## src/mtb_pkg.sv

```systemverilog
/* mtb_pkg: constants, encodings and types of the meter pulse back end.
   assumes one 50 MHz clock and energies reported once per line period. */
`default_nettype none
package mtb_pkg;
  // clock and reset sequencing times and low-rate pulse width
  localparam int unsigned CLK_PERIOD_NS = 20;
  localparam int unsigned CLK_OFF_US    = 30_000;
  localparam int unsigned DIG_HOLD_US   = 125_000;
  localparam int unsigned LR_PULSE_US   = 31_250;
  localparam int unsigned CLK_OFF_CYC   = CLK_OFF_US * 1000 / CLK_PERIOD_NS;
  localparam int unsigned DIG_HOLD_CYC  = DIG_HOLD_US * 1000 / CLK_PERIOD_NS;
  localparam int unsigned LR_PULSE_CYC  = LR_PULSE_US * 1000 / CLK_PERIOD_NS;
  localparam int unsigned SEQ_CW        = 23;
  localparam int unsigned PW_CW         = 21;

  // channel multiplex schedule, in line periods of a 64-period frame
  localparam logic [5:0] SW_NORMAL  = 6'h20;
  localparam logic [5:0] SW_PRIM    = 6'h3c;
  localparam logic [5:0] SW_SEC     = 6'h04;
  localparam logic [5:0] SAMPLE_LEN = 6'h04;
  localparam logic [5:0] WIN_LEN    = 6'h08;
  localparam logic [5:0] EVAL_IDX   = 6'h07;
  localparam logic [5:0] FRAME_LAST = 6'h3f;
  localparam logic [2:0] ENTER_CNT  = 3'h4;

  // criterion: (a+b)/2 * 1/8 and (a+b)/2 * 1/16
  localparam int unsigned THR_SHIFT_HI  = 4;
  localparam int unsigned THR_SHIFT_LO  = 5;

  // phase compensation code
  localparam int unsigned PH_CODE_W = 4;
  localparam int unsigned PH_TAPS   = 16;

  typedef enum logic [1:0] {TS_NORMAL, TS_PRIM, TS_SEC} mtb_tstate_t;

  // active energy events (two per period of P) per low-rate output pulse
  function automatic logic [9:0] mtb_lr_events(input logic [1:0] sel);
    case (sel)
      2'h0:    mtb_lr_events = 10'h080;
      2'h1:    mtb_lr_events = 10'h100;
      2'h2:    mtb_lr_events = 10'h040;
      default: mtb_lr_events = 10'h200;
    endcase
  endfunction
endpackage
`default_nettype wire

```

## src/mtb_pulse_if.sv

```systemverilog
/* mtb_pulse_if: configuration and pulse lines between the back end and
   its energy pulse generator. assumes one clock domain. */
`timescale 1ns/100ps
`default_nettype none
interface mtb_pulse_if;
  logic       run;
  logic       low_rate;
  logic [1:0] div_sel;
  logic       ae;
  logic       led;
  modport gen (input run, input low_rate, input div_sel, input ae, output led);
  modport ctl (output run, output low_rate, output div_sel, output ae, input led);
endinterface
`default_nettype wire

```

## src/mtb_por_seq.sv

```systemverilog
/* mtb_por_seq: power-up sequencer that keeps clocks, buffers and logic off.
   assumes rst_n_i comes only from the supply detector. */
`timescale 1ns/100ps
`default_nettype none
module mtb_por_seq #(
  parameter int unsigned OFF_CYC  = mtb_pkg::CLK_OFF_CYC,
  parameter int unsigned HOLD_CYC = mtb_pkg::DIG_HOLD_CYC
) (
  // clock and reset
  input  wire logic mclk_i,
  input  wire logic rst_n_i,
  // enables
  output logic      clk_en_o,
  output logic      dc_buf_en_o,
  output logic      dig_run_o
);
  import mtb_pkg::*;

  logic [SEQ_CW-1:0] cnt, next_cnt, age;
  logic              clk_en, next_clk_en, run, next_run;

  always_comb begin
    next_cnt = cnt;
    if (cnt != SEQ_CW'(HOLD_CYC)) begin
      next_cnt = cnt + 1'b1;
    end
    next_clk_en = (next_cnt >= SEQ_CW'(OFF_CYC));
    next_run    = (next_cnt >= SEQ_CW'(HOLD_CYC));
  end

  always_ff @(posedge mclk_i or negedge rst_n_i) begin
    if (!rst_n_i) begin
      cnt    <= '0;
      clk_en <= 1'b0;
      run    <= 1'b0;
    end else begin
      cnt    <= next_cnt;
      clk_en <= next_clk_en;
      run    <= next_run;
    end
  end

  assign clk_en_o    = clk_en;
  assign dc_buf_en_o = clk_en;
  assign dig_run_o   = run;

  ////////////////////////////////////////////////////////////////////////////
  // checks
  always_ff @(posedge mclk_i or negedge rst_n_i) begin
    if (!rst_n_i) begin
      age <= '0;
    end else if (age != '1) begin
      age <= age + 1'b1;
    end
  end

  chk_clk_off_time : assert property (
    @(posedge mclk_i) disable iff (!rst_n_i)
    $rose(clk_en_o) |-> age == SEQ_CW'(OFF_CYC) && !dig_run_o)
    else $error("clocks enabled at wrong time");

  chk_dig_hold_time : assert property (
    @(posedge mclk_i) disable iff (!rst_n_i)
    $rose(dig_run_o) |-> age == SEQ_CW'(HOLD_CYC) && clk_en_o && dc_buf_en_o)
    else $error("digital reset released at wrong time");
endmodule
`default_nettype wire

```

## src/mtb_pulse_gen.sv

```systemverilog
/* mtb_pulse_gen: energy to frequency output for the led pin.
   assumes ae is a one-cycle pulse at twice the full output rate P. */
`timescale 1ns/100ps
`default_nettype none
module mtb_pulse_gen #(
  parameter int unsigned PW_CYC = mtb_pkg::LR_PULSE_CYC
) (
  // clock and reset
  input  wire logic  mclk_i,
  input  wire logic  rst_n_i,
  // control and pulse
  mtb_pulse_if.gen   p
);
  import mtb_pkg::*;

  logic             tog, next_tog, led, next_led;
  logic [9:0]       ev, next_ev;
  logic [PW_CW-1:0] wcnt, next_wcnt, hi_len;

  always_comb begin
    next_tog  = tog;
    next_ev   = ev;
    next_wcnt = wcnt;
    if (!p.run) begin
      next_tog  = 1'b0;
      next_ev   = '0;
      next_wcnt = '0;
    end else begin
      if (p.ae) begin
        next_tog = ~tog;
      end
      if (wcnt != '0) begin
        next_wcnt = wcnt - 1'b1;
      end
      if (p.low_rate && p.ae) begin
        if (ev >= mtb_lr_events(p.div_sel) - 10'h001) begin
          next_ev   = '0;
          next_wcnt = PW_CW'(PW_CYC);
        end else begin
          next_ev = ev + 1'b1;
        end
      end
    end
    next_led = p.low_rate ? (next_wcnt != '0) : next_tog;
  end

  always_ff @(posedge mclk_i or negedge rst_n_i) begin
    if (!rst_n_i) begin
      tog  <= 1'b0;
      ev   <= '0;
      wcnt <= '0;
      led  <= 1'b0;
    end else begin
      tog  <= next_tog;
      ev   <= next_ev;
      wcnt <= next_wcnt;
      led  <= next_led;
    end
  end

  assign p.led = led;

  ////////////////////////////////////////////////////////////////////////////
  // checks
  always_ff @(posedge mclk_i or negedge rst_n_i) begin
    if (!rst_n_i) begin
      hi_len <= '0;
    end else begin
      hi_len <= led ? hi_len + 1'b1 : '0;
    end
  end

  chk_lr_width : assert property (
    @(posedge mclk_i) disable iff (!rst_n_i)
    $fell(led) && $past(p.low_rate) && $past(p.run) |-> hi_len == PW_CW'(PW_CYC))
    else $error("low rate pulse width wrong");

  chk_full_rate : assert property (
    @(posedge mclk_i) disable iff (!rst_n_i)
    p.run && !p.low_rate && p.ae |=> led != $past(led))
    else $error("full rate output did not toggle");
endmodule
`default_nettype wire

```

## src/mtb_backend.sv

```systemverilog
/* mtb_backend: meter back end with tamper channel multiplexer, phase
   compensation, power-up sequencing and energy pulse output.
   assumes energies of both current channels arrive with line_tick_i. */
`timescale 1ns/100ps
`default_nettype none
module mtb_backend #(
  parameter int unsigned EW       = 24,
  parameter int unsigned OFF_CYC  = mtb_pkg::CLK_OFF_CYC,
  parameter int unsigned HOLD_CYC = mtb_pkg::DIG_HOLD_CYC,
  parameter int unsigned PW_CYC   = mtb_pkg::LR_PULSE_CYC
) (
  // clock and power-on reset
  input  wire logic                              mclk_i,
  input  wire logic                              rst_n_i,
  // configuration shadow latches
  input  wire logic                              cfg_load_i,
  input  wire logic [mtb_pkg::PH_CODE_W-1:0]     phase_comp_code_i,
  input  wire logic                              low_rate_select_i,
  input  wire logic [1:0]                        pulse_divider_select_i,
  input  wire logic                              tamper_threshold_select_i,
  // sigma-delta streams
  input  wire logic                              sd_stb_i,
  input  wire logic                              sd_volt_i,
  input  wire logic                              sd_prim_i,
  input  wire logic                              sd_sec_i,
  input  wire logic [2:0]                        sd_stuck_i,
  // line period energies and qualifiers
  input  wire logic                              line_tick_i,
  input  wire logic [EW-1:0]                     prim_energy_i,
  input  wire logic [EW-1:0]                     sec_energy_i,
  input  wire logic                              period_bad_i,
  input  wire logic                              no_load_i,
  input  wire logic                              active_energy_pulse_i,
  // power-up sequencing
  output logic                                   clk_en_o,
  output logic                                   dc_buf_en_o,
  output logic                                   dig_run_o,
  // datapath
  output logic                                   sd_volt_o,
  output logic                                   sd_curr_o,
  output logic                                   chan_sec_o,
  output logic [EW-1:0]                          calc_energy_o,
  // tamper and pulse pins
  output mtb_pkg::mtb_tstate_t                   tamper_state_o,
  output logic                                   shared_tamper_output_pin_n_o,
  output logic                                   led_o
);
  import mtb_pkg::*;

  localparam int unsigned ACW = EW + 3;

  ////////////////////////////////////////////////////////////////////////////
  // power-up sequencing
  mtb_por_seq #(
    .OFF_CYC  (OFF_CYC),
    .HOLD_CYC (HOLD_CYC)
  ) u_por (
    .mclk_i      (mclk_i),
    .rst_n_i     (rst_n_i),
    .clk_en_o    (clk_en_o),
    .dc_buf_en_o (dc_buf_en_o),
    .dig_run_o   (dig_run_o)
  );

  ////////////////////////////////////////////////////////////////////////////
  // configuration shadow latches
  logic [PH_CODE_W-1:0] phc, next_phc;
  logic                 lrs, next_lrs, thr, next_thr;
  logic [1:0]           pds, next_pds;

  always_comb begin
    next_phc = phc;
    next_lrs = lrs;
    next_pds = pds;
    next_thr = thr;
    if (!dig_run_o) begin
      next_phc = '0;
      next_lrs = 1'b0;
      next_pds = '0;
      next_thr = 1'b0;
    end else if (cfg_load_i) begin
      next_phc = phase_comp_code_i;
      next_lrs = low_rate_select_i;
      next_pds = pulse_divider_select_i;
      next_thr = tamper_threshold_select_i;
    end
  end

  always_ff @(posedge mclk_i or negedge rst_n_i) begin
    if (!rst_n_i) begin
      phc <= '0;
      lrs <= 1'b0;
      pds <= '0;
      thr <= 1'b0;
    end else begin
      phc <= next_phc;
      lrs <= next_lrs;
      pds <= next_pds;
      thr <= next_thr;
    end
  end

  ////////////////////////////////////////////////////////////////////////////
  // channel multiplexer and phase compensation
  logic [PH_TAPS-1:0] cdl, next_cdl;
  logic               vq, next_vq, cq, next_cq, csel, next_csel, cur_bit;

  assign cur_bit = csel ? sd_sec_i : sd_prim_i;

  always_comb begin
    next_cdl = cdl;
    next_vq  = vq;
    next_cq  = cq;
    if (!dig_run_o) begin
      next_cdl = '0;
      next_vq  = 1'b0;
      next_cq  = 1'b0;
    end else if (sd_stb_i) begin
      next_cdl = {cdl[PH_TAPS-2:0], cur_bit};
      next_vq  = sd_volt_i;
      next_cq  = next_cdl[phc];
    end
  end

  always_ff @(posedge mclk_i or negedge rst_n_i) begin
    if (!rst_n_i) begin
      cdl <= '0;
      vq  <= 1'b0;
      cq  <= 1'b0;
    end else begin
      cdl <= next_cdl;
      vq  <= next_vq;
      cq  <= next_cq;
    end
  end

  ////////////////////////////////////////////////////////////////////////////
  // tamper state, sampling window and criterion
  mtb_tstate_t    tst, next_tst, cand, next_cand, res;
  logic [2:0]     tcnt, next_tcnt;
  logic [5:0]     pcnt, next_pcnt, sw, dwin;
  logic [ACW-1:0] acc_a, next_acc_a, acc_b, next_acc_b, b_fin, diff, thr_v;
  logic [EW-1:0]  calc, next_calc, held, next_held;
  logic           pin_n, next_pin_n, dis, gap;

  assign dis = period_bad_i | no_load_i | (|sd_stuck_i);
  assign gap = (tst != TS_NORMAL) && (csel != (tst == TS_SEC));

  always_comb begin
    case (tst)
      TS_PRIM: sw = SW_PRIM;
      TS_SEC:  sw = SW_SEC;
      default: sw = SW_NORMAL;
    endcase
    dwin  = pcnt - sw + SAMPLE_LEN;
    b_fin = acc_b + ACW'(sec_energy_i);
    diff  = (acc_a > b_fin) ? acc_a - b_fin : b_fin - acc_a;
    thr_v = (acc_a + b_fin) >> (thr ? THR_SHIFT_LO : THR_SHIFT_HI);
    if (diff <= thr_v) begin
      res = TS_NORMAL;
    end else if (acc_a > b_fin) begin
      res = TS_PRIM;
    end else begin
      res = TS_SEC;
    end
  end

  always_comb begin
    next_tst   = tst;
    next_cand  = cand;
    next_tcnt  = tcnt;
    next_pcnt  = pcnt;
    next_acc_a = acc_a;
    next_acc_b = acc_b;
    next_calc  = calc;
    next_held  = held;
    if (!dig_run_o || dis) begin
      next_tst   = TS_NORMAL;
      next_cand  = TS_NORMAL;
      next_tcnt  = '0;
      next_pcnt  = '0;
      next_acc_a = '0;
      next_acc_b = '0;
      if (!dig_run_o) begin
        next_calc = '0;
        next_held = '0;
      end
    end else if (line_tick_i) begin
      next_pcnt = pcnt + 6'h01;
      if (gap) begin
        next_calc = held;
      end else begin
        next_calc = csel ? sec_energy_i : prim_energy_i;
        next_held = csel ? sec_energy_i : prim_energy_i;
      end
      if (dwin < SAMPLE_LEN) begin
        next_acc_a = acc_a + ACW'(prim_energy_i);
      end else if (dwin < WIN_LEN) begin
        next_acc_b = b_fin;
      end
      if (dwin == EVAL_IDX) begin
        next_acc_a = '0;
        next_acc_b = '0;
        if (res == tst) begin
          next_tcnt = '0;
        end else if (res == cand && tcnt != '0) begin
          next_tcnt = tcnt + 3'h1;
        end else begin
          next_cand = res;
          next_tcnt = 3'h1;
        end
        if (next_tcnt == ENTER_CNT) begin
          next_tst  = next_cand;
          next_tcnt = '0;
        end
      end
    end
    case (next_tst)
      TS_PRIM: next_csel = (next_pcnt >= SW_PRIM);
      TS_SEC:  next_csel = (next_pcnt >= SW_SEC);
      default: next_csel = (next_pcnt >= SW_NORMAL);
    endcase
    next_pin_n = (next_tst == TS_NORMAL);
  end

  always_ff @(posedge mclk_i or negedge rst_n_i) begin
    if (!rst_n_i) begin
      tst   <= TS_NORMAL;
      cand  <= TS_NORMAL;
      tcnt  <= '0;
      pcnt  <= '0;
      acc_a <= '0;
      acc_b <= '0;
      calc  <= '0;
      held  <= '0;
      csel  <= 1'b0;
      pin_n <= 1'b1;
    end else begin
      tst   <= next_tst;
      cand  <= next_cand;
      tcnt  <= next_tcnt;
      pcnt  <= next_pcnt;
      acc_a <= next_acc_a;
      acc_b <= next_acc_b;
      calc  <= next_calc;
      held  <= next_held;
      csel  <= next_csel;
      pin_n <= next_pin_n;
    end
  end

  assign sd_volt_o                    = vq;
  assign sd_curr_o                    = cq;
  assign chan_sec_o                   = csel;
  assign calc_energy_o                = calc;
  assign tamper_state_o               = tst;
  assign shared_tamper_output_pin_n_o = pin_n;

  ////////////////////////////////////////////////////////////////////////////
  // energy pulse output
  mtb_pulse_if pif ();

  assign pif.run      = dig_run_o;
  assign pif.low_rate = lrs;
  assign pif.div_sel  = pds;
  assign pif.ae       = active_energy_pulse_i;
  assign led_o        = pif.led;

  mtb_pulse_gen #(
    .PW_CYC (PW_CYC)
  ) u_pulse (
    .mclk_i  (mclk_i),
    .rst_n_i (rst_n_i),
    .p       (pif.gen)
  );

  ////////////////////////////////////////////////////////////////////////////
  // checks
  chk_dis_normal : assert property (
    @(posedge mclk_i) disable iff (!rst_n_i)
    dig_run_o && dis |=> tamper_state_o == TS_NORMAL && !chan_sec_o)
    else $error("tamper not forced to normal");

  chk_pin_level : assert property (
    @(posedge mclk_i) disable iff (!rst_n_i)
    shared_tamper_output_pin_n_o == (tamper_state_o == TS_NORMAL))
    else $error("tamper pin disagrees with state");

  chk_prim_ratio : assert property (
    @(posedge mclk_i) disable iff (!rst_n_i)
    dig_run_o && !dis && line_tick_i && tst == TS_PRIM && pcnt == SW_PRIM - 6'h01
    |=> chan_sec_o ##0 tamper_state_o == TS_PRIM)
    else $error("primary tamper ratio wrong");

  chk_sec_ratio : assert property (
    @(posedge mclk_i) disable iff (!rst_n_i)
    dig_run_o && !dis && line_tick_i && tst == TS_SEC && pcnt == FRAME_LAST
    |=> !chan_sec_o)
    else $error("secondary tamper ratio wrong");

  chk_gap_hold : assert property (
    @(posedge mclk_i) disable iff (!rst_n_i)
    dig_run_o && !dis && line_tick_i && tst == TS_PRIM && csel && pcnt != FRAME_LAST
    |=> $stable(calc_energy_o))
    else $error("gap energy not held");

  chk_four_results : assert property (
    @(posedge mclk_i) disable iff (!rst_n_i)
    dig_run_o && !dis && next_tst != tst |-> line_tick_i && tcnt == ENTER_CNT - 3'h1)
    else $error("state changed without four results");

  chk_phase_zero : assert property (
    @(posedge mclk_i) disable iff (!rst_n_i)
    dig_run_o && sd_stb_i && phc == '0 |=> sd_curr_o == $past(cur_bit)
    && sd_volt_o == $past(sd_volt_i))
    else $error("phase path adds delay");
endmodule
`default_nettype wire

```

## config.mk

```make
export PLATFORM = sky130hd
export DESIGN_NAME = mtb_backend
export DESIGN_NICKNAME = d
export VERILOG_FILES = /design/src/mtb_pkg.sv /design/src/mtb_pulse_if.sv /design/src/mtb_por_seq.sv /design/src/mtb_pulse_gen.sv /design/src/mtb_backend.sv
export SDC_FILE = /design/constraint.sdc
export NUM_CORES = 1
export LEC_CHECK = 0
export BUFFER_PORTS_ARGS = -buffer_cell sky130_fd_sc_hd__clkbuf_2
export CAP_MARGIN = 10
export CORE_MARGIN = 4
export CORE_UTILIZATION = 55
export DETAILED_ROUTE_END_ITERATION = 12
export GPL_TIMING_DRIVEN = 0
export PLACE_DENSITY = 0.74
export SYNTH_ARGS = -nofsm -noshare
export SYNTH_HDL_FRONTEND = slang
export SYNTH_SLANG_ARGS = --single-unit
```

## constraint.sdc

```tcl
create_clock -name mclk_i -period 22.6 [get_ports mclk_i]
set_input_delay 3.39 -clock mclk_i [delete_from_list [all_inputs] [get_ports mclk_i]]
set_output_delay 3.39 -clock mclk_i [all_outputs]
set_load 0.03 [all_outputs]
```

==> results.toml, run 1 <==
[timing]
rsz0062_at_grt = "no"
finalSetupViolations = 0
hold_viol_final = 0
final.setup_skew_ps = 12.9
final-max-slew-violation-count = 0
period_share = 0.670
worst_pin_slew_ps = 1020
slew_headroom = 0.310
fmax_ghz = 0.0661
fin_crit_ps = 15140
tns_ps = 0

[worst_setup_path]
cp_slowest_stage_delay_ps = 780
cp-start-kind = "input port"
worstSetupEndpointType = "flip-flop"
cp.arrival_ps = 15480
ff2ff_path_depth = 41
critPathSlowestCell = "a2111oi_0"
critPathMaxFanout = 10
crit_top_cell = "ha_1"
path_class = "input port to flip-flop"
worstPathRequired_ps = 22940

[synthesis]
synth.avg_cell_area_um2 = 8.42
synth_cells = 1839
synth_area_leaders = "dfrtp_1, ha_1, a21oi_1"
ys_ff_latch = 176
synthArstFlopShare = 1.00
netlist_area_um2 = 15500
synth.distinct_cells = 86
synth_ff_type = "dfrtp_1"
synth_edf_count = 0
synth_top_area_share = 0.283
ys_warn_count = 0
ys_seq_area_frac = 0.285
synth_nets = 2089
synth_top_cell_by_area = "dfrtp_1"

[cts]
clk_path_buf_depth = 2
path_clk_slew_ps = 80
cts_resized = 0
root_buffer = "clkbuf_16"
clkLatencyLatePin_ps = 450
postCtsSetupRepairBufs = 0
htree_levels = 4
cts.sinks = 176
cts_tree = "done"
hold_buffers = 0
numCtsBuffers = 17

[global_routing]
grt_max_degree = 92
grtUsageTotal = 0.287
grt_pass1_vias = 13944
globalRouteOverflowTotal = 0
antenna_found_initial = 0
grt_pass1_wl_mm = 72.5

[placement]
dpl.hpwl_mm = 34.4
dp.cells = 2318
place.gp.congestion = 1.03
portBuffers = 100
dpl_cell_area_um2 = 16500

[pwr]
leakage_uw = 0.00789
vdd_drop_max_mv = 0.0496
power_uw = 721
p_per_area_nw_per_um2 = 42.2

[cells_and_area]
nets = 2209
mostFrequentLayoutCell = "ha_1"
areaGrowthSynthToFinish_pct = 10.3
final_layout_size_suffix_gt1_frac = 0.0887
final_cell_area_um2 = 17100
final_util = 0.615
final_cell_mix = "ha_1, dfrtp_1, nor2_1"
n_antenna_cell = 0
final_cells = 2350

[flow_run]
drv_cap = 0

[drt]
drtIter0Drc = 1186
wl_per_cell_um = 18.9
ant_nets = 0
dr.pass1.iters = 5
viasPerCell = 6.06
drt_wl_total_mm = 44.4
drc = 0
vias = 14241

[floorplanning]
die_h_um = 176
fp.dieW_um = 176
start_util = 0.557
core-area_um2 = 27800
die_area_um2 = 30900
io_pins = 104
fp-row-count = 61

[hold_path]
worstHoldPathCells = 1
worstHoldPathType = "flip-flop to flip-flop"

[outcome]
status = "finished, final reports clean"
==> cell families (layout without fill, tap and decap cells) <==
kind of cell,count (synthesis),after routing,synth area share
mux,77,77,0.0538
flops,176,176,0.285
xor+xnor,131,131,0.0741
simple gates,564,564,0.176
fa+ha+maj,180,180,0.147
buf+inv,182,315,0.0454
compound gates,529,529,0.218
==> power breakdown <==
group / switching, uW / internal (uW)
sequential: 0 / 315
clock: 149 / 160
combinational: 60.6 / 36.4
==> per-layer routing <==
layer  share of wire  GRT usage  up-vias  wire, um
li1                -          -     6840         -
met1            0.45      0.395     6854     20100
met2            0.46      0.464      464     20300
met3           0.062     0.0471       81      2750
met4           0.028     0.0890        2      1230
met5         0.00097     0.0112        -        43
==> cell usage after synthesis, types with 6 or more instances <==
master,instances
nand2b_1,22
nor4_1,9
nor2b_1,18
nand3_1,39
a21o_1,34
a211oi_1,43
o21bai_1,21
a21oi_1,156
a22oi_1,6
clkbuf_1,57
inv_1,108
xnor2_1,89
mux2i_1,64
or4_1,7
o211ai_1,8
or3_1,7
buf_1,10
o31ai_1,8
nand3b_1,7
nor2_1,171
nor3b_1,7
o21ai_0,123
nor3_1,54
and3_1,23
nand2_1,143
o21a_1,15
a31oi_1,16
mux2_2,9
o22ai_1,7
xor2_1,42
a22o_1,27
ha_1,176
and2_1,15
nand4_1,18
dfrtp_1,175
==> layout make-up <==
cell class / count / area (um^2)
clock buffer: 19 / 443
inverter: 108 / 405
timing repair buffer: 101 / 537
clock inverter: 13 / 146
sequential: 176 / 4410
buffer: 74 / 298
fill: 2493 / 10700
tap: 378 / 473
multi-input combinational: 1481 / 10400
==> worst paths after layout <==
path,startpoint,to,slack [ps]
worst min register to register,u_pulse.ev[4],u_pulse.ev[4],500
worst max-delay path,sec_energy_i[1],chan_sec_o,7460
worst min-delay path,u_pulse.ev[4],u_pulse.ev[4],500
max in group asynchronous,rst_n_i,u_por.cnt[21],18640
worst max register to register,acc_b[1],chan_sec_o,10110
min in group asynchronous,rst_n_i,held[3],3000
==> sequential cells by signal (all words and copies together), names as in the netlist <==
signal                        cells
u_por.cnt                        23
chan_sec_o                        1
tcnt                              3
sd_volt_o                         1
acc_a                            27
u_por.clk_en_o                    1
u_por.dig_run_o                   1
acc_b                            27
sd_curr_o                         1
shared_tamper_output_pin_n_o      1
lrs                               1
u_pulse.ev                       10
pcnt                              6
u_pulse.p.led                     1
cdl                              15
cand                              2
pds                               2
u_pulse.wcnt                     21
held                             24
tamper_state_o                    2
thr                               1
u_pulse.tog                       1
phc                               4
==> metrics by stage <==
stage | hold WS [ps] | worst slack, ps
finish | 499 | 7460
global route | 524 | 6640
CTS | 501 | 7740
detailed placement | 488 | 7350
global placement | 465 | 7360
floorplan | 444 | 10200
==> critical path: cells and delay by family <==
kind            cells  cell delay, ps
fa+ha+maj           4            1200
xor+xnor            1             210
simple gates       14            3180
compound gates     18            5630
buf+inv             4            1430
mux                 1             380
Note: power is estimated with default switching activity, not from simulation.
==> inputs of run 2 (changes only) <==
Settings changed: PLACE_DENSITY 0.74 to 0.76.
Clock period 22.6 ns to 13.7 ns, I/O delays scaled along.
==> results.toml, run 2 (synthesis gave the netlist of run 1 again) <==
[floorplanning]
die_h_um = 176
fp.dieW_um = 176
core-area_um2 = 27800
die_area_um2 = 30900
io_pins = 104
start_util = 0.557
fp-row-count = 61

[cells_and_area]
multi_input_area_um2 = 10400
final_cell_mix = "ha_1, dfrtp_1, nor2_1"
largest_registers = "acc_a x27, acc_b x27, held x24"
seq_area_um2 = 4410
nets = 2210
fillers = 2483
final_layout_size_suffix_gt1_frac = 0.0908
areaGrowthSynthToFinish_pct = 10.4
final_cell_area_um2 = 17100
mostFrequentLayoutCell = "ha_1"
n_antenna_cell = 0

[cts]
hold_buffers = 0
cts_tree = "done"
clk_path_buf_depth = 2
htree_levels = 4
root_buffer = "clkbuf_16"
numCtsBuffers = 17
cts.sinks = 176
path_clk_slew_ps = 70
clkLatencyLatePin_ps = 450

[pwr]
p_per_area_nw_per_um2 = 69.6
power_uw = 1190
vdd_drop_max_mv = 0.0817
leakage_uw = 0.00789

[timing]
finalSetupViolations = 0
slew_headroom = 0.316
final.setup_skew_ps = 12.9
hold_viol_final = 0
worst_pin_slew_ps = 1020
setup_ws_ps = 749
whs_ps = 488
fin_crit_ps = 12950
fmax_ghz = 0.0772
final-max-slew-violation-count = 0
period_share = 0.945

[global_routing]
grt_max_degree = 91
grt_pass1_wl_mm = 72.3
grt_pass1_vias = 13812
antenna_found_initial = 0
grtUsageTotal = 0.288
globalRouteOverflowTotal = 0

[hold_path]
worstHoldPathType = "flip-flop to flip-flop"
min-delay-start = "u_por.cnt[18]"

[drt]
drt_wl_total_mm = 44.8
ant_nets = 0
drtIter0Drc = 1121
vias = 14338
drc = 0
viasPerCell = 6.10
wl_per_cell_um = 19.1
dr.pass1.iters = 5

[worst_setup_path]
cp-start-kind = "input port"
crit_start = "sec_energy_i[0]"
cp.arrival_ps = 13290
critPathSlowestCell = "o41ai_1"
worstPathRequired_ps = 14040
cp_slowest_stage_delay_ps = 780
worstSetupEndpointType = "flip-flop"
path_class = "input port to flip-flop"
r2r_start = "acc_b[0]"
critPathMaxFanout = 10

[placement]
place.gp.congestion = 1.01
place_ws_ps = -437
dpl.hpwl_mm = 34.6
dpl_cell_area_um2 = 16500
portBuffers = 100

[outcome]
status = "finished, final reports clean"

[flow_run]
drv_cap = 0
==> run 2: changes by cell type in the layout (fill, tap and decap cells not counted), sizes merged <==
cell and change:
buf +1, bufinv +1, clkbuf -2, clkinvlp +1, inv -2
==> run 2: cell type report <==
type	count	share of cell area
Timing Repair Buffer	102	0.0318
Clock inverter	13	0.00893
Multi-Input combinational cell	1481	0.608
Inverter	108	0.0237
Tap cell	378	0.0277
Sequential cell	176	0.258
Clock buffer	17	0.0249
Buffer	74	0.0175
==> run 2: where the power goes <==
| part | switching [uW] | total, uW | internal, uW |
|---|---|---|---|
| sequential | 0 | 519 | 519 |
| clock | 239 | 510 | 271 |
| combinational | 101 | 161 | 60.1 |
==> run 2: timing repair <==
item / 4_1_cts / 5_1_grt
setup buffers: 0 / 1
endpoints found under the setup margin: 1 / 6
pin swaps: 0 / 1
resized for setup: 1 / 5
endpoints found under the hold margin: 0 / 0
==> run 2: worst max-delay path, delay by kind of cell <==
kind	cells	cell delay, ps
fa+ha+maj	5	1590
compound gates	22	6000
simple gates	9	2220
xor+xnor	2	270
buf+inv	3	750
mux	1	380
==> run 2: worst paths after layout <==
check	end	slack [ps]	depth (start not counted)
max	chan_sec_o	750	42
max in group asynchronous	u_por.cnt[1]	11110	2
min	u_por.cnt[18]	490	1
max reg2reg	chan_sec_o	2070	41
min reg2reg	u_por.cnt[18]	490	1
min in group asynchronous	held[1]	1670	1
==> run 2: per-layer routing <==
layer	vias up	wire, um	GRT usage
li1	6854	-	-
met1	6978	20700	0.410
met2	446	20800	0.467
met3	60	2360	0.0392
met4	0	924	0.0712
met5	-	0	0
==> run 2: metrics by stage <==
stage	util	setup TNS, ps	instances
after floorplan	-	0	1839
after global placement	0.592	-344	2317
after detailed placement	0.594	-437	2318
after CTS	0.615	0	2348
after global routing	0.615	-11.1	2349
final	0.615	0	2349
==> inputs of run 3 (changes only) <==
Settings changed: CTS_BUF_LIST set to sky130_fd_sc_hd__clkbuf_2 sky130_fd_sc_hd__clkbuf_4 sky130_fd_sc_hd__clkbuf_8.
==> results.toml, run 3 (synthesis gave the netlist of run 1 again) <==
[outcome]
status = "finished, final reports clean"

[cells_and_area]
final_util = 0.608
final_layout_size_suffix_gt1_frac = 0.0903
final_cell_area_um2 = 16900
n_antenna_cell = 0
mostFrequentLayoutCell = "ha_1"
final_cell_mix = "ha_1, dfrtp_1, nor2_1"
largest_registers = "acc_a x27, acc_b x27, held x24"
areaGrowthSynthToFinish_pct = 9.17
final_cells = 2349
nets = 2210

[pwr]
internal_power_uw = 743
pwr-share-comb = 0.151
p_per_area_nw_per_um2 = 62.9
vdd_drop_max_mv = 0.0481
clkPwrFrac = 0.360
pwr-share-seq = 0.488
leakage_uw = 0.00780
p_sw_frac = 0.301
switchingPower_uw = 320

[floorplanning]
die_area_um2 = 30900
die_h_um = 176
fp-row-count = 61
fp.dieW_um = 176
start_util = 0.557
core-area_um2 = 27800
io_pins = 104

[timing]
worst_pin_slew_ps = 1020
finalSetupViolations = 0
final-max-slew-violation-count = 0
fmax_ghz = 0.0771
final.setup_skew_ps = 24.0
period_share = 0.947
fin_crit_ps = 12970
slew_headroom = 0.320
hold_viol_final = 0

[cts]
numCtsBuffers = 17
clk_path_buf_depth = 2
cts_tree = "done"
root_buffer = "clkbuf_8"
cts.sinks = 176
path_clk_slew_ps = 100
clkLatencyLatePin_ps = 500
hold_buffers = 0
htree_levels = 4

[worst_setup_path]
critPathSlowestCell = "o41ai_1"
critPathMaxFanout = 10
ff2ff_path_depth = 40
crit_top_cell = "a21oi_1"
crit_start = "sec_energy_i[0]"
r2r_slack_ps = 2000
worstSetupEndpointType = "flip-flop"
cp_slowest_stage_delay_ps = 800
cp-start-kind = "input port"
worstPathRequired_ps = 14090
r2r_start = "acc_b[1]"
path_class = "input port to flip-flop"
cp.arrival_ps = 13360
r2r_end = "chan_sec_o"
endpoint = "chan_sec_o"

[flow_run]
drv_cap = 0

[global_routing]
grt_pass1_wl_mm = 72.0
antenna_found_initial = 0
globalRouteOverflowTotal = 0
grt_max_degree = 91
grtUsageTotal = 0.287
grt_pass1_vias = 13781

[hold_path]
worstHoldPathType = "flip-flop to flip-flop"
worstHoldPathCells = 1
min-delay-start = "u_por.cnt[18]"

[drt]
wl_per_cell_um = 18.8
viasPerCell = 6.08
drt_wl_total_mm = 44.2
drc = 0
vias = 14281
drtIter0Drc = 1223
dr.pass1.iters = 6
ant_nets = 0

[placement]
place.gp.congestion = 1.01
dpl_cell_area_um2 = 16500
dp.cells = 2318
portBuffers = 100
dpl.hpwl_mm = 34.6
## run 3: worst min path at each step
stage                               end  slack [ps]
after floorplan           u_por.cnt[18]         440
after global placement    u_por.cnt[18]         460
after detailed placement  u_por.cnt[18]         470
after CTS                 u_por.cnt[18]         490
after global routing      u_por.cnt[18]         520
final                     u_por.cnt[18]         490
## run 3: cell type report
class	instances	area, um^2
timing repair buffer	102	544
sequential	176	4410
fill	2533	10900
multi-input combinational	1481	10400
tap	378	473
buffer	74	299
inverter	108	405
clock inverter	13	153
clock buffer	17	234
## run 3: what timing repair did
| action | in CTS | in global routing |
|---|---|---|
| resized for setup | 0 | 5 |
| setup endpoints to repair | 0 | 8 |
| hold endpoints to repair | 0 | 0 |
| buffers inserted | 0 | 1 |
## run 3: power groups by stage
| stage | registers (uW) | logic, uW | clock network (uW) |
|---|---|---|---|
| floorplan | 529 | 102 | 0 |
| global placement | 530 | 153 | 0 |
| detailed placement | 529 | 157 | 0 |
| CTS | 519 | 158 | 392 |
| global route | 519 | 179 | 411 |
| finish | 519 | 161 | 383 |
## run 3: critical path, delay by kind of cell
kind | cells | cell delay, ps
xor gates and xnor gates | 2 | 270
buffers and inverters | 3 | 1020
AOI/OAI and AO/OA | 21 | 5950
muxes | 1 | 380
and+or+nand+nor | 9 | 2090
adders and majority gates | 5 | 1590
## run 3: stage by stage
| stage | total power [uW] | setup TNS [ps] | hold WS [ps] | setup WS [ps] |
|---|---|---|---|---|
| after floorplan | 632 | 0 | 444 | 2630 |
| after global placement | 682 | -344 | 464 | -344 |
| after detailed placement | 686 | -437 | 472 | -437 |
| after CTS | 1070 | 0 | 492 | 43.9 |
| after global routing | 1110 | -10.6 | 518 | -10.6 |
| final | 1060 | 0 | 492 | 730 |
## run 3: metal layers
metal | part of all wire | track usage | vias to the layer above
li1 | - | - | 6851
met1 | 0.46 | 0.407 | 6908
met2 | 0.46 | 0.461 | 458
met3 | 0.056 | 0.0428 | 64
met4 | 0.023 | 0.0734 | 0
met5 | 0 | 0 | -
